`src/design/i2rp_pkg.sv`:
```
// Summary of operation
// - Read phase drives the register selected by the stored pointer.
// - Each read byte, acknowledged or not, advances the pointer to the next register in group, wrapping at its end; 0x53 and pointers above 0x6f do not move.
// - No limit on read length; host ends by not acknowledging the last byte.
// - Advanced pointer survives restart and STOP/START; new reads continue from it.
// - Most registers form groups of five for pointer advance.
// - Debounce registers form a group of three; drive and edge registers groups of nine.
// - Repeated reads of the bank-wide output configuration register keep the pointer fixed.
package i2rp_pkg;

	localparam logic [7:0] PTR_RESET   = 8'h00;
	localparam logic [7:0] PTR_FIXED   = 8'h53;
	localparam logic [7:0] PTR_NONE    = 8'h01;
	localparam logic [2:0] BIT_LAST    = 3'h7;
	localparam logic [2:0] BIT_FIRST   = 3'h0;
	localparam logic [6:0] DEV_ADDR_DEF = 7'h20;
	localparam int         GRP_COUNT   = 6;

	// Group ranges, checked in order; the first match wins
	localparam logic [7:0] GRP_LO   [GRP_COUNT] = '{8'h30, 8'h54, 8'h6d, 8'h00, 8'h39, 8'h5d};
	localparam logic [7:0] GRP_HI   [GRP_COUNT] = '{8'h38, 8'h5c, 8'h6f, 8'h2f, 8'h52, 8'h6c};
	localparam logic [7:0] GRP_SIZE [GRP_COUNT] = '{8'h09, 8'h09, 8'h03, 8'h05, 8'h05, 8'h05};

	typedef struct packed {
		logic scl;
		logic sda;
	} i2rp_pins_t;

	typedef enum logic [3:0] {
		ST_IDLE     = 4'h0,
		ST_ADDR     = 4'h1,
		ST_ADDR_END = 4'h3,
		ST_ACK_A    = 4'h2,
		ST_RX       = 4'h6,
		ST_RX_END   = 4'h7,
		ST_ACK_W    = 4'h5,
		ST_RD       = 4'h4,
		ST_RD_ACK   = 4'hc,
		ST_RD_NEXT  = 4'hd
	} i2rp_state_t;

endpackage

```
`src/design/i2rp_ptr_step.sv`:
```
`timescale 1ns/1ps
module i2rp_ptr_step
(
	input  wire logic [7:0] ptr,
	output logic      [7:0] ptr_next
);

	always_comb
	begin
		logic [7:0] off;
		logic [7:0] first;
		logic [7:0] last;
		logic       hit;
		off      = 8'h00;
		first    = 8'h00;
		last     = 8'h00;
		hit      = 1'b0;
		ptr_next = ptr;
		if (ptr == i2rp_pkg::PTR_FIXED)
		begin
			ptr_next = ptr;
		end
		else
		begin
			for (int i = 0; i < i2rp_pkg::GRP_COUNT; i++)
			begin
				if (!hit && ptr >= i2rp_pkg::GRP_LO[i] && ptr <= i2rp_pkg::GRP_HI[i])
				begin
					hit   = 1'b1;
					off   = ptr - i2rp_pkg::GRP_LO[i];
					first = ptr - (off % i2rp_pkg::GRP_SIZE[i]);
					last  = first + i2rp_pkg::GRP_SIZE[i] - i2rp_pkg::PTR_NONE;
					if (last > i2rp_pkg::GRP_HI[i])
					begin
						last = i2rp_pkg::GRP_HI[i];
					end
					ptr_next = (ptr == last) ? first : ptr + i2rp_pkg::PTR_NONE;
				end
			end
		end
	end

endmodule

```
`src/design/i2rp_read_pointer.sv`:
```
`timescale 1ns/1ps
module i2rp_read_pointer
#(
	parameter logic [6:0] DEV_ADDR = i2rp_pkg::DEV_ADDR_DEF
)
(
	input  wire logic       clock,
	input  wire logic       arst_n,
	input  wire logic       scl_i,
	input  wire logic       sda_i,
	output logic            sda_o,
	output logic            sda_oe_n,
	output logic      [7:0] reg_ptr,
	output logic            rd_stb,
	input  wire logic [7:0] rd_data
);

	i2rp_pkg::i2rp_pins_t  meta_r;
	i2rp_pkg::i2rp_pins_t  sync_r;
	i2rp_pkg::i2rp_pins_t  prev_r;

	i2rp_pkg::i2rp_state_t state_r;
	i2rp_pkg::i2rp_state_t state_nxt;
	logic [2:0]            cnt_r;
	logic [2:0]            cnt_nxt;
	logic [7:0]            shift_r;
	logic [7:0]            shift_nxt;
	logic [7:0]            ptr_r;
	logic [7:0]            ptr_nxt;
	logic                  rw_r;
	logic                  rw_nxt;
	logic                  cmd_seen_r;
	logic                  cmd_seen_nxt;
	logic                  oe_n_r;
	logic                  oe_n_nxt;
	logic                  rd_stb_r;
	logic                  rd_stb_nxt;
	logic                  sda_o_r;

	logic [7:0]            ptr_step;
	logic                  scl_rise;
	logic                  scl_fall;
	logic                  start_det;
	logic                  stop_det;

	// Pin synchroniser and edge history
	always_ff @(posedge clock or negedge arst_n)
	begin
		if (!arst_n)
		begin
			meta_r <= '{scl: 1'b1, sda: 1'b1};
			sync_r <= '{scl: 1'b1, sda: 1'b1};
			prev_r <= '{scl: 1'b1, sda: 1'b1};
		end
		else
		begin
			meta_r <= '{scl: scl_i, sda: sda_i};
			sync_r <= meta_r;
			prev_r <= sync_r;
		end
	end

	assign scl_rise  = sync_r.scl & ~prev_r.scl;
	assign scl_fall  = ~sync_r.scl & prev_r.scl;
	assign start_det = sync_r.scl & prev_r.scl & prev_r.sda & ~sync_r.sda;
	assign stop_det  = sync_r.scl & prev_r.scl & ~prev_r.sda & sync_r.sda;

	i2rp_ptr_step u_step
	(
		.ptr      (ptr_r),
		.ptr_next (ptr_step)
	);

	always_comb
	begin
		state_nxt    = state_r;
		cnt_nxt      = cnt_r;
		shift_nxt    = shift_r;
		ptr_nxt      = ptr_r;
		rw_nxt       = rw_r;
		cmd_seen_nxt = cmd_seen_r;
		oe_n_nxt     = oe_n_r;
		rd_stb_nxt   = 1'b0;
		if (start_det)
		begin
			// Pointer is kept; only the framing restarts
			state_nxt    = i2rp_pkg::ST_ADDR;
			cnt_nxt      = i2rp_pkg::BIT_FIRST;
			cmd_seen_nxt = 1'b0;
			oe_n_nxt     = 1'b1;
		end
		else if (stop_det)
		begin
			state_nxt = i2rp_pkg::ST_IDLE;
			oe_n_nxt  = 1'b1;
		end
		else
		begin
			case (state_r)
				i2rp_pkg::ST_IDLE:
				begin
					oe_n_nxt = 1'b1;
				end
				i2rp_pkg::ST_ADDR, i2rp_pkg::ST_RX:
				begin
					if (scl_rise)
					begin
						shift_nxt = {shift_r[6:0], sync_r.sda};
						cnt_nxt   = cnt_r + 3'h1;
						if (cnt_r == i2rp_pkg::BIT_LAST)
						begin
							state_nxt = (state_r == i2rp_pkg::ST_ADDR) ?
								i2rp_pkg::ST_ADDR_END : i2rp_pkg::ST_RX_END;
						end
					end
				end
				i2rp_pkg::ST_ADDR_END:
				begin
					if (scl_fall)
					begin
						if (shift_r[7:1] == DEV_ADDR)
						begin
							oe_n_nxt  = 1'b0;
							rw_nxt    = shift_r[0];
							state_nxt = i2rp_pkg::ST_ACK_A;
						end
						else
						begin
							state_nxt = i2rp_pkg::ST_IDLE;
						end
					end
				end
				i2rp_pkg::ST_ACK_A:
				begin
					if (scl_fall)
					begin
						cnt_nxt = i2rp_pkg::BIT_FIRST;
						if (rw_r)
						begin
							shift_nxt  = rd_data;
							rd_stb_nxt = 1'b1;
							oe_n_nxt   = rd_data[7];
							state_nxt  = i2rp_pkg::ST_RD;
						end
						else
						begin
							oe_n_nxt  = 1'b1;
							state_nxt = i2rp_pkg::ST_RX;
						end
					end
				end
				i2rp_pkg::ST_RX_END:
				begin
					if (scl_fall)
					begin
						if (!cmd_seen_r)
						begin
							ptr_nxt      = shift_r;
							cmd_seen_nxt = 1'b1;
						end
						oe_n_nxt  = 1'b0;
						state_nxt = i2rp_pkg::ST_ACK_W;
					end
				end
				i2rp_pkg::ST_ACK_W:
				begin
					if (scl_fall)
					begin
						oe_n_nxt  = 1'b1;
						cnt_nxt   = i2rp_pkg::BIT_FIRST;
						state_nxt = i2rp_pkg::ST_RX;
					end
				end
				i2rp_pkg::ST_RD:
				begin
					if (scl_fall)
					begin
						cnt_nxt = cnt_r + 3'h1;
						if (cnt_r == i2rp_pkg::BIT_LAST)
						begin
							oe_n_nxt  = 1'b1;
							state_nxt = i2rp_pkg::ST_RD_ACK;
						end
						else
						begin
							shift_nxt = {shift_r[6:0], 1'b0};
							oe_n_nxt  = shift_r[6];
						end
					end
				end
				i2rp_pkg::ST_RD_ACK:
				begin
					if (scl_rise)
					begin
						// Step on ACK and NACK alike, so a later read resumes past the last byte
						ptr_nxt = ptr_step;
						if (!sync_r.sda)
						begin
							state_nxt = i2rp_pkg::ST_RD_NEXT;
						end
						else
						begin
							state_nxt = i2rp_pkg::ST_IDLE;
						end
					end
				end
				i2rp_pkg::ST_RD_NEXT:
				begin
					if (scl_fall)
					begin
						// No byte count limit on a read
						shift_nxt  = rd_data;
						rd_stb_nxt = 1'b1;
						oe_n_nxt   = rd_data[7];
						cnt_nxt    = i2rp_pkg::BIT_FIRST;
						state_nxt  = i2rp_pkg::ST_RD;
					end
				end
				default:
				begin
					state_nxt = i2rp_pkg::ST_IDLE;
					oe_n_nxt  = 1'b1;
				end
			endcase
		end
	end

	always_ff @(posedge clock or negedge arst_n)
	begin
		if (!arst_n)
		begin
			state_r    <= i2rp_pkg::ST_IDLE;
			cnt_r      <= i2rp_pkg::BIT_FIRST;
			shift_r    <= 8'h00;
			ptr_r      <= i2rp_pkg::PTR_RESET;
			rw_r       <= 1'b0;
			cmd_seen_r <= 1'b0;
			oe_n_r     <= 1'b1;
			rd_stb_r   <= 1'b0;
			sda_o_r    <= 1'b0;
		end
		else
		begin
			state_r    <= state_nxt;
			cnt_r      <= cnt_nxt;
			shift_r    <= shift_nxt;
			ptr_r      <= ptr_nxt;
			rw_r       <= rw_nxt;
			cmd_seen_r <= cmd_seen_nxt;
			oe_n_r     <= oe_n_nxt;
			rd_stb_r   <= rd_stb_nxt;
			sda_o_r    <= 1'b0;
		end
	end

	assign sda_o    = sda_o_r;
	assign sda_oe_n = oe_n_r;
	assign reg_ptr  = ptr_r;
	assign rd_stb   = rd_stb_r;

endmodule

```
`config.mk`:
```
export PLATFORM = sky130hd
export DESIGN_NAME = i2rp_read_pointer
export DESIGN_NICKNAME = d
export VERILOG_FILES = /design/src/design/i2rp_pkg.sv /design/src/design/i2rp_ptr_step.sv /design/src/design/i2rp_read_pointer.sv
export SDC_FILE = /design/constraint.sdc
export NUM_CORES = 1
export LEC_CHECK = 0
export ABC_AREA = 1
export BUFFER_PORTS_ARGS = -buffer_cell sky130_fd_sc_hd__buf_4
export CORE_ASPECT_RATIO = 0.5
export CORE_MARGIN = 2
export CORE_UTILIZATION = 40
export CTS_CLUSTER_SIZE = 10
export DETAILED_ROUTE_END_ITERATION = 6
export MAX_ROUTING_LAYER = met4
export SLEW_MARGIN = 20
export SYNTH_ARGS = -nofsm -noshare
export SYNTH_HDL_FRONTEND = slang
export SYNTH_SLANG_ARGS = --single-unit
```
`constraint.sdc`:
```
create_clock -name clock -period 18.3 [get_ports clock]
set_input_delay 2.745 -clock clock [delete_from_list [all_inputs] [get_ports clock]]
set_output_delay 2.745 -clock clock [all_outputs]
set_load 0.1 [all_outputs]
```
Word level (Yosys, flattened, before mapping)
Index checks and enable logic that the tools add are counted.

word-level totals
  register bits = 33
  output and inout port bits = 11
  input port bits = 12

cells by class
  multiplexer cells = 96
  magnitude comparators = 18
  $add $sub $neg = 25
  divide/modulo/power cells = 6
  reductions and logical operators = 32
  bitwise operators = 13
  eq/ne operators = 46

operators with widths
  cell                   count
  $mux W8                40
  $mux W4                13
  $eq A8 B8 Y1           6
  $sub A8 B1 Y8 const B  6
  $sub A8 B8 Y8          6
  $ne A4 B4 Y1 const B   11
  $pmux W4 S9            1
  $gt A8 B7 Y1 const B   4
  $le A8 B7 Y1 const B   4
  $pmux W8 S4            1
  $mux W1                29
  $add A8 B3 Y8 const B  3
  $ge A8 B7 Y1 const B   3
  $mod A8 B3 Y8 const B  3
  $sub A8 B7 Y8 const B  3
  $ne A2 B2 Y1 const B   11
  $mux W3                6
  $add A8 B4 Y8 const B  2
  $eq A4 B3 Y1 const B   4
  $ge A8 B6 Y1 const B   2
  $gt A8 B6 Y1 const B   2
  $le A8 B6 Y1 const B   2
  $mod A8 B4 Y8 const B  2
  $pmux W8 S2            1
  other kinds (33)       71

Logic depth before layout (Yosys ltp)
Gate-level depths: netlist of run 1.

  word-level depth = 35
  mapped depth = 69
  gate-level depth less buffers = 67

Modules after synthesis
A second synthesis of run 1 with hierarchy kept.

unflattened totals
  cells, all modules = 2010
  area total of the unflattened synthesis = 11795.1 sq um

modules (own cells, without submodules)
  module             cells an instance  sequential area each (sq um)  area each (sq um)  instances
  i2rp_ptr_step      1749               0.0                           9825.7             1
  i2rp_read_pointer  261                834.6                         1969.4             1

Worst setup path after synthesis of run 1
No wires, ideal clock.

  path kind = register to register
  start point = register ptr_r[1], in the netlist reg_ptr[1]
  end point = register ptr_r[1], in the netlist reg_ptr[1]
  arrival = 8.385 ns
  stages on the path, launching flop included = 60
  required time = 18.183 ns
  setup time = 0.117 ns
  slack = 9.798 ns
  clock period less this slack = 8.502 ns
  path buffers = 2
  cells stage by stage = dfrtp_1 buf_2 inv_2 clkbuf_1 ha_1 nand3_1 nand2_1 nand2_2 xor2_1 o21ai_1 nand2_2 nand2_1 o21ai_1 inv_2 nand2_2 nand2_2 nor2_2 nand2_1 (+24 left out) o21bai_1 xor2_1 xor2_1 inv_1 nand2_1 nand2_1 inv_1 nand3_2 xor2_2 nand3_1 nand3_1 nand2_1 nand2_1 nand2_1 nand2_1 nand2_1 nand2_1 nand2_1

on the way
  longest elaborated chain between the ends = 31
  elaborated cells between the ends (all ways) = 117
  those cells by class = add/sub (24); div (6); order compare (18); eq/ne (9); mux (43); reduce/logical (17)

ends and longest elaborated chain
  item                                                    RTL line                  source
  start: declaration                                      i2rp_read_pointer.sv:28   logic [7:0] ptr_r;
  start signal: assignment                                i2rp_read_pointer.sv:235  ptr_r <= i2rp_pkg::PTR_RESET;
  start signal: assignment                                i2rp_read_pointer.sv:247  ptr_r <= ptr_nxt;
  branches (longest 31 deep; another with $sub A8 B6 Y8)  n/a

Several ways; the timed one is not identified. The select of a mux whose other input is x is not followed.
A chain may end at the register's enable or synchronous reset.

Worst setup path in the final report of run 1
  start point = register ptr_r[1], in the netlist reg_ptr[1]
  end point = register ptr_r[6], in the netlist reg_ptr[6]

Same word-level chain as after synthesis.

==> flow_metrics.py, run 1 <==
metrics = {
    "die": {
        "core-area_sq_um": 28900,
        "dieArea_sq_um": 30700,
        "start_util_pct": 40.5,
        "num_rows": 44,
        "fp.dieH_um": 125,
        "fp.dieW_um": 246,
        "ios": 23,
    },
    "timing": {
        "skew_ps": 4.85,
        "hold_viol_final": 0,
        "setup_viol": 0,
        "rsz0062_at_grt": "no",
        "tns_ps": 0,
        "setup_ws_ps": 9490,
        "clock.fmax_mhz": 114,
        "finalCriticalPeriod_ps": 8810,
        "tightest_slew_ps": 871,
        "finalCritPeriodShare_pct": 48.1,
        "relSlewSlack_pct": 41.7,
        "slew_viol_final": 0,
    },
    "worst_setup_path": {
        "worst_setup_path_start_kind": "register",
        "cpMaxStageDelayCell": "inv_2",
        "arrival_ps": 9030,
        "cpMostUsedCell": "nand2_1",
        "crit_start": "reg_ptr[1]",
        "crit_fanout": 23,
        "cp-end-kind": "register",
        "criticalPathCategory": "register to register",
        "required_ps": 18520,
        "r2r_start": "reg_ptr[1]",
        "slowest_delay_ps": 510,
    },
    "clock_tree": {
        "cts_hold_buffers": 0,
        "cts_max_level": 2,
        "cts_sinks": 33,
        "clk_pin_slew_ps": 60,
        "cts_root_buffer": "clkbuf_16",
        "post-cts-setup-buffer-count": 0,
        "cts_buffers": 5,
        "tritoncts": "done",
        "ctsResizeCount": 0,
        "clk_path_buf_depth": 2,
        "clock_latency_ps": 280,
    },
    "layout": {
        "drive_above_1_share_pct": 13.2,
        "fillCellCount": 3131,
        "fin_area_sq_um": 12300,
        "regArea_sq_um": 837,
        "layout.nets": 2080,
        "syn_to_final_growth_pct": 4.81,
        "n_antenna_cell": 0,
        "multi_input_area_sq_um": 9490,
    },
    "global_routing": {
        "grt_overflow": 0,
        "gr-usage-all-layers_pct": 23.1,
        "grt_pass1_vias": 11200,
        "grt_max_degree": 34,
        "grt_pass1_wl_um": 57200,
        "antenna_found_initial": 0,
    },
    "detailed_routing": {
        "num_vias": 12300,
        "wl_per_cell_um": 14.6,
        "drt-initial-drc-count": 974,
        "wl_um": 34400,
        "ant_nets": 0,
        "drcViolationCount": 0,
        "avgViaCountPerCell": 5.20,
        "drtPass1Iterations": 6,
    },
    "placed_design": {
        "dpl_cell_area_sq_um": 12100,
        "gp_congestion": 0.890,
        "pre_cts_slack_ps": 9600,
        "io_buffers": 21,
        "post-dp-hpwl_um": 26300,
    },
    "synth": {
        "synth_cell_types": 66,
        "seq_area_frac_synth_pct": 7.14,
        "ys_top_cells_by_count": "nand2_1 (584), nand3_1 (243), inv_1 (237)",
        "syn_area_sq_um": 11700,
        "yosysWarningCount": 0,
        "synth_top_cell_area_share_pct": 18.7,
        "synth-seq-cells": 33,
        "synth_nets": 2079,
        "yosysTopAreaCell": "nand2_1",
        "netlist_instances": 1967,
        "synth.area.top_cells": "nand2_1 (19%), nand3_1 (10%), ha_1 (10%)",
        "synthArstFlopShare_pct": 100,
        "syn_area_per_cell_sq_um": 5.95,
        "synth_ff_type": "dfrtp_1",
        "synth_most_common_cell": "nand2_1",
        "synth_edf_count": 0,
    },
    "status": {
        "outcome": "complete, no violations",
    },
    "hold_path": {
        "hold_path_class": "register to register",
        "min_from": "meta_r[1]",
    },
    "flow_run": {
        "drv_cap": 0,
    },
}
## cells in the final DEF (no fill, tap or decap), types with 70 or more instances in the layout
cell type / instances
nand2_1: 584
nand3_1: 243
inv_1: 237
nor2_1: 94
ha_1: 94
xor2_1: 75
nand4_1: 74
a21oi_1: 71
nand2_2: 70
o21ai_0: 70
## worst max-delay path: cells and delay by family (launching register included)
kind                       cells  cell delay, ps
AOI/OAI and AO/OA              6            1210
xor gates and xnor gates       4            1200
adders and majority gates      4            1110
buffers and inverters          8            1060
DFF                            1             410
and+or+nand+nor               37            3690
## final timing paths
kind                              end  slack, ps  cells past startpoint
max                        reg_ptr[6]       9490                     59
min                         sync_r[1]        360                      0
min in group asynchronous  reg_ptr[3]       2400                      1
max reg2reg                reg_ptr[6]       9490                     59
max in group asynchronous   prev_r[0]      15560                      1
min reg2reg                 sync_r[1]        360                      0
## registers in the layout, indices dropped and copies added (netlist names)
name and count:
state_r 4, rw_r 1, rd_stb 1, sync_r 2, sda_oe_n 1, cnt_r 3, meta_r 2, reg_ptr 8
shift_r 8, cmd_seen_r 1, prev_r 2
## kinds of logic (layout without fill, tap and decap cells)
logic type | after synthesis | in the layout | share of synthesized area, %
mux | 1 | 1 | 0.0963
buf+inv | 307 | 309 | 11.7
fa+ha+maj | 100 | 100 | 11.1
flops | 33 | 33 | 7.14
simple gates | 1193 | 1193 | 50.2
compound gates | 224 | 224 | 11.4
xor+xnor | 108 | 108 | 8.34
other cells | 1 | 1 | 0.0321
## cell type report
cell class	count	share of cell area, %
multi-input combinational	1627	77.4
timing repair buffer	34	2.08
tap	391	3.99
clock buffer	6	1.13
sequential	33	6.83
clock inverter	2	0.306
inverter	267	8.23
## through the flow
stage / cells / util, % / hold WS (ps)
2_1_floorplan: 1967 / - / 345
3_3_place_gp: 2352 / 41.8 / 346
3_5_place_dp: 2352 / 41.8 / 348
4_1_cts: 2360 / 42.4 / 356
5_1_grt: 2360 / 42.4 / 361
6_report: 2360 / 42.4 / 355
## routing by layer
| metal | wire length [um] | track usage, % | vias to the layer above | share of wire [%] |
|---|---|---|---|---|
| li1 | - | - | 6459 | - |
| met1 | 17200 | 32.8 | 5475 | 50 |
| met2 | 15200 | 36.9 | 298 | 44 |
| met3 | 1460 | 0.905 | 40 | 4.2 |
| met4 | 548 | 4.21 | 0 | 1.6 |
| met5 | 0 | - | - | 0 |
Power of run 1 is not shown: default switching activity piles up to over one toggle a cycle in this logic, so the estimate is an artifact.
==> inputs of run 2 (changes only) <==
clock period = 8 ns   (was 18.3 ns; I/O delays follow)
==> flow_metrics.py, run 2 (synthesis gave the netlist of run 1 again) <==
metrics = {
    "status": {
        "outcome": "complete, no violations",
    },
    "timing": {
        "finalCritPeriodShare_pct": 92.5,
        "slew_viol_final": 0,
        "clock.fmax_mhz": 135,
        "finalCriticalPeriod_ps": 7400,
        "hold_viol_final": 0,
        "setup_viol": 0,
        "skew_ps": 4.58,
        "rsz0062_at_grt": "yes",
        "relSlewSlack_pct": 46.3,
        "tightest_slew_ps": 799,
    },
    "worst_setup_path": {
        "cp-end-kind": "register",
        "crit_fanout": 14,
        "slowest_delay_ps": 430,
        "crit_start": "reg_ptr[4]",
        "crit_family": "simple AND/OR/NAND/NOR gates",
        "crit_buf_inv": 7,
        "worst_setup_path_start_kind": "register",
        "arrival_ps": 7580,
        "required_ps": 8180,
        "cpMaxStageDelayCell": "dfrtp_2",
        "cpMostUsedCell": "nand2_1",
        "r2r_start": "reg_ptr[4]",
        "r2r_slack_ps": 600,
        "criticalPathCategory": "register to register",
    },
    "hold_path": {
        "min_from": "meta_r[1]",
        "hold_path_class": "register to register",
    },
    "detailed_routing": {
        "wl_per_cell_um": 14.7,
        "drt-initial-drc-count": 924,
        "drtPass1Iterations": 6,
        "drcViolationCount": 0,
        "avgViaCountPerCell": 5.24,
        "wl_um": 36100,
        "num_vias": 12800,
        "ant_nets": 0,
    },
    "layout": {
        "final_cell_mix": "nand2_1 (568), nand3_1 (239), inv_1 (225)",
        "syn_to_final_growth_pct": 16.1,
        "drive_above_1_share_pct": 21.2,
        "n_antenna_cell": 0,
        "final_common_cell": "nand2_1",
        "fin_area_sq_um": 13600,
        "layout.nets": 2173,
        "finish.utilization_pct": 47.0,
    },
    "flow_run": {
        "drv_cap": 0,
    },
    "die": {
        "dieArea_sq_um": 30700,
        "core-area_sq_um": 28900,
        "fp.dieH_um": 125,
        "start_util_pct": 40.5,
        "ios": 23,
        "num_rows": 44,
        "fp.dieW_um": 246,
    },
    "global_routing": {
        "gr-usage-all-layers_pct": 23.1,
        "grt_pass1_vias": 11300,
        "grt_pass1_wl_um": 56800,
        "antenna_found_initial": 0,
        "grt_max_degree": 34,
        "grt_overflow": 0,
    },
    "clock_tree": {
        "cts_root_buffer": "clkbuf_16",
        "clk_path_buf_depth": 2,
        "clock_latency_ps": 290,
        "cts_hold_buffers": 0,
        "tritoncts": "done",
        "clk_pin_slew_ps": 60,
        "cts_sinks": 33,
        "cts_max_level": 2,
        "cts_buffers": 5,
    },
    "placed_design": {
        "post-dp-hpwl_um": 26600,
        "dpl_cell_area_sq_um": 12300,
        "io_buffers": 21,
        "gp_congestion": 0.924,
    },
}
## run 2: worst register-to-register path, delay by kind of cell, from the launching register on
| family | cells | cell delay (ps) |
|---|---|---|
| buf+inv | 7 | 780 |
| fa+ha+maj | 5 | 1270 |
| flops | 1 | 430 |
| xor+xnor | 1 | 180 |
| compound gates | 2 | 580 |
| simple gates | 37 | 3720 |
| mux | 1 | 340 |
## run 2: through the flow
step / std cells / setup TNS [ps] / hold WS, ps / worst slack, ps
after floorplan: 1967 / 0 / 345 / 24.4
after global placement: 2379 / 0 / 347 / 87.6
after detailed placement: 2379 / 0 / 347 / 68.8
after CTS: 2387 / 0 / 355 / 31.4
after global routing: 2453 / -462 / 358 / -89.1
final: 2453 / 0 / 354 / 601
## run 2: layer usage
metal	vias up	global-route usage (%)	share of wire, %
met5	-	-	0
li1	6629	-	-
met1	5835	32.8	49
met3	59	2.03	4.8
met2	321	35.6	44
met4	0	4.53	2.3
## run 2: repair_timing
item / in CTS / in global routing
setup buffers: 0 / 63
endpoints found under the setup margin: 0 / 8
resized for setup: 0 / 152
## run 2: final timing paths
path / endpoint / depth (start not counted)
min in group asynchronous: shift_r[2] / 1
max: reg_ptr[4] / 53
min: sync_r[1] / 0
max in group asynchronous: prev_r[0] / 1
max reg2reg: reg_ptr[4] / 53
min reg2reg: sync_r[1] / 0
## run 2: area by class of cell
cell class	instances	area, sq um
clock buffers	6	139
repair buffers	125	1060
inverters	267	1020
fillers	3037	15300
well taps	391	489
flip-flops and latches	33	842
clock inverters	2	37.5
multi-input cells	1629	10000
Power of run 2 is left out for the same reason.
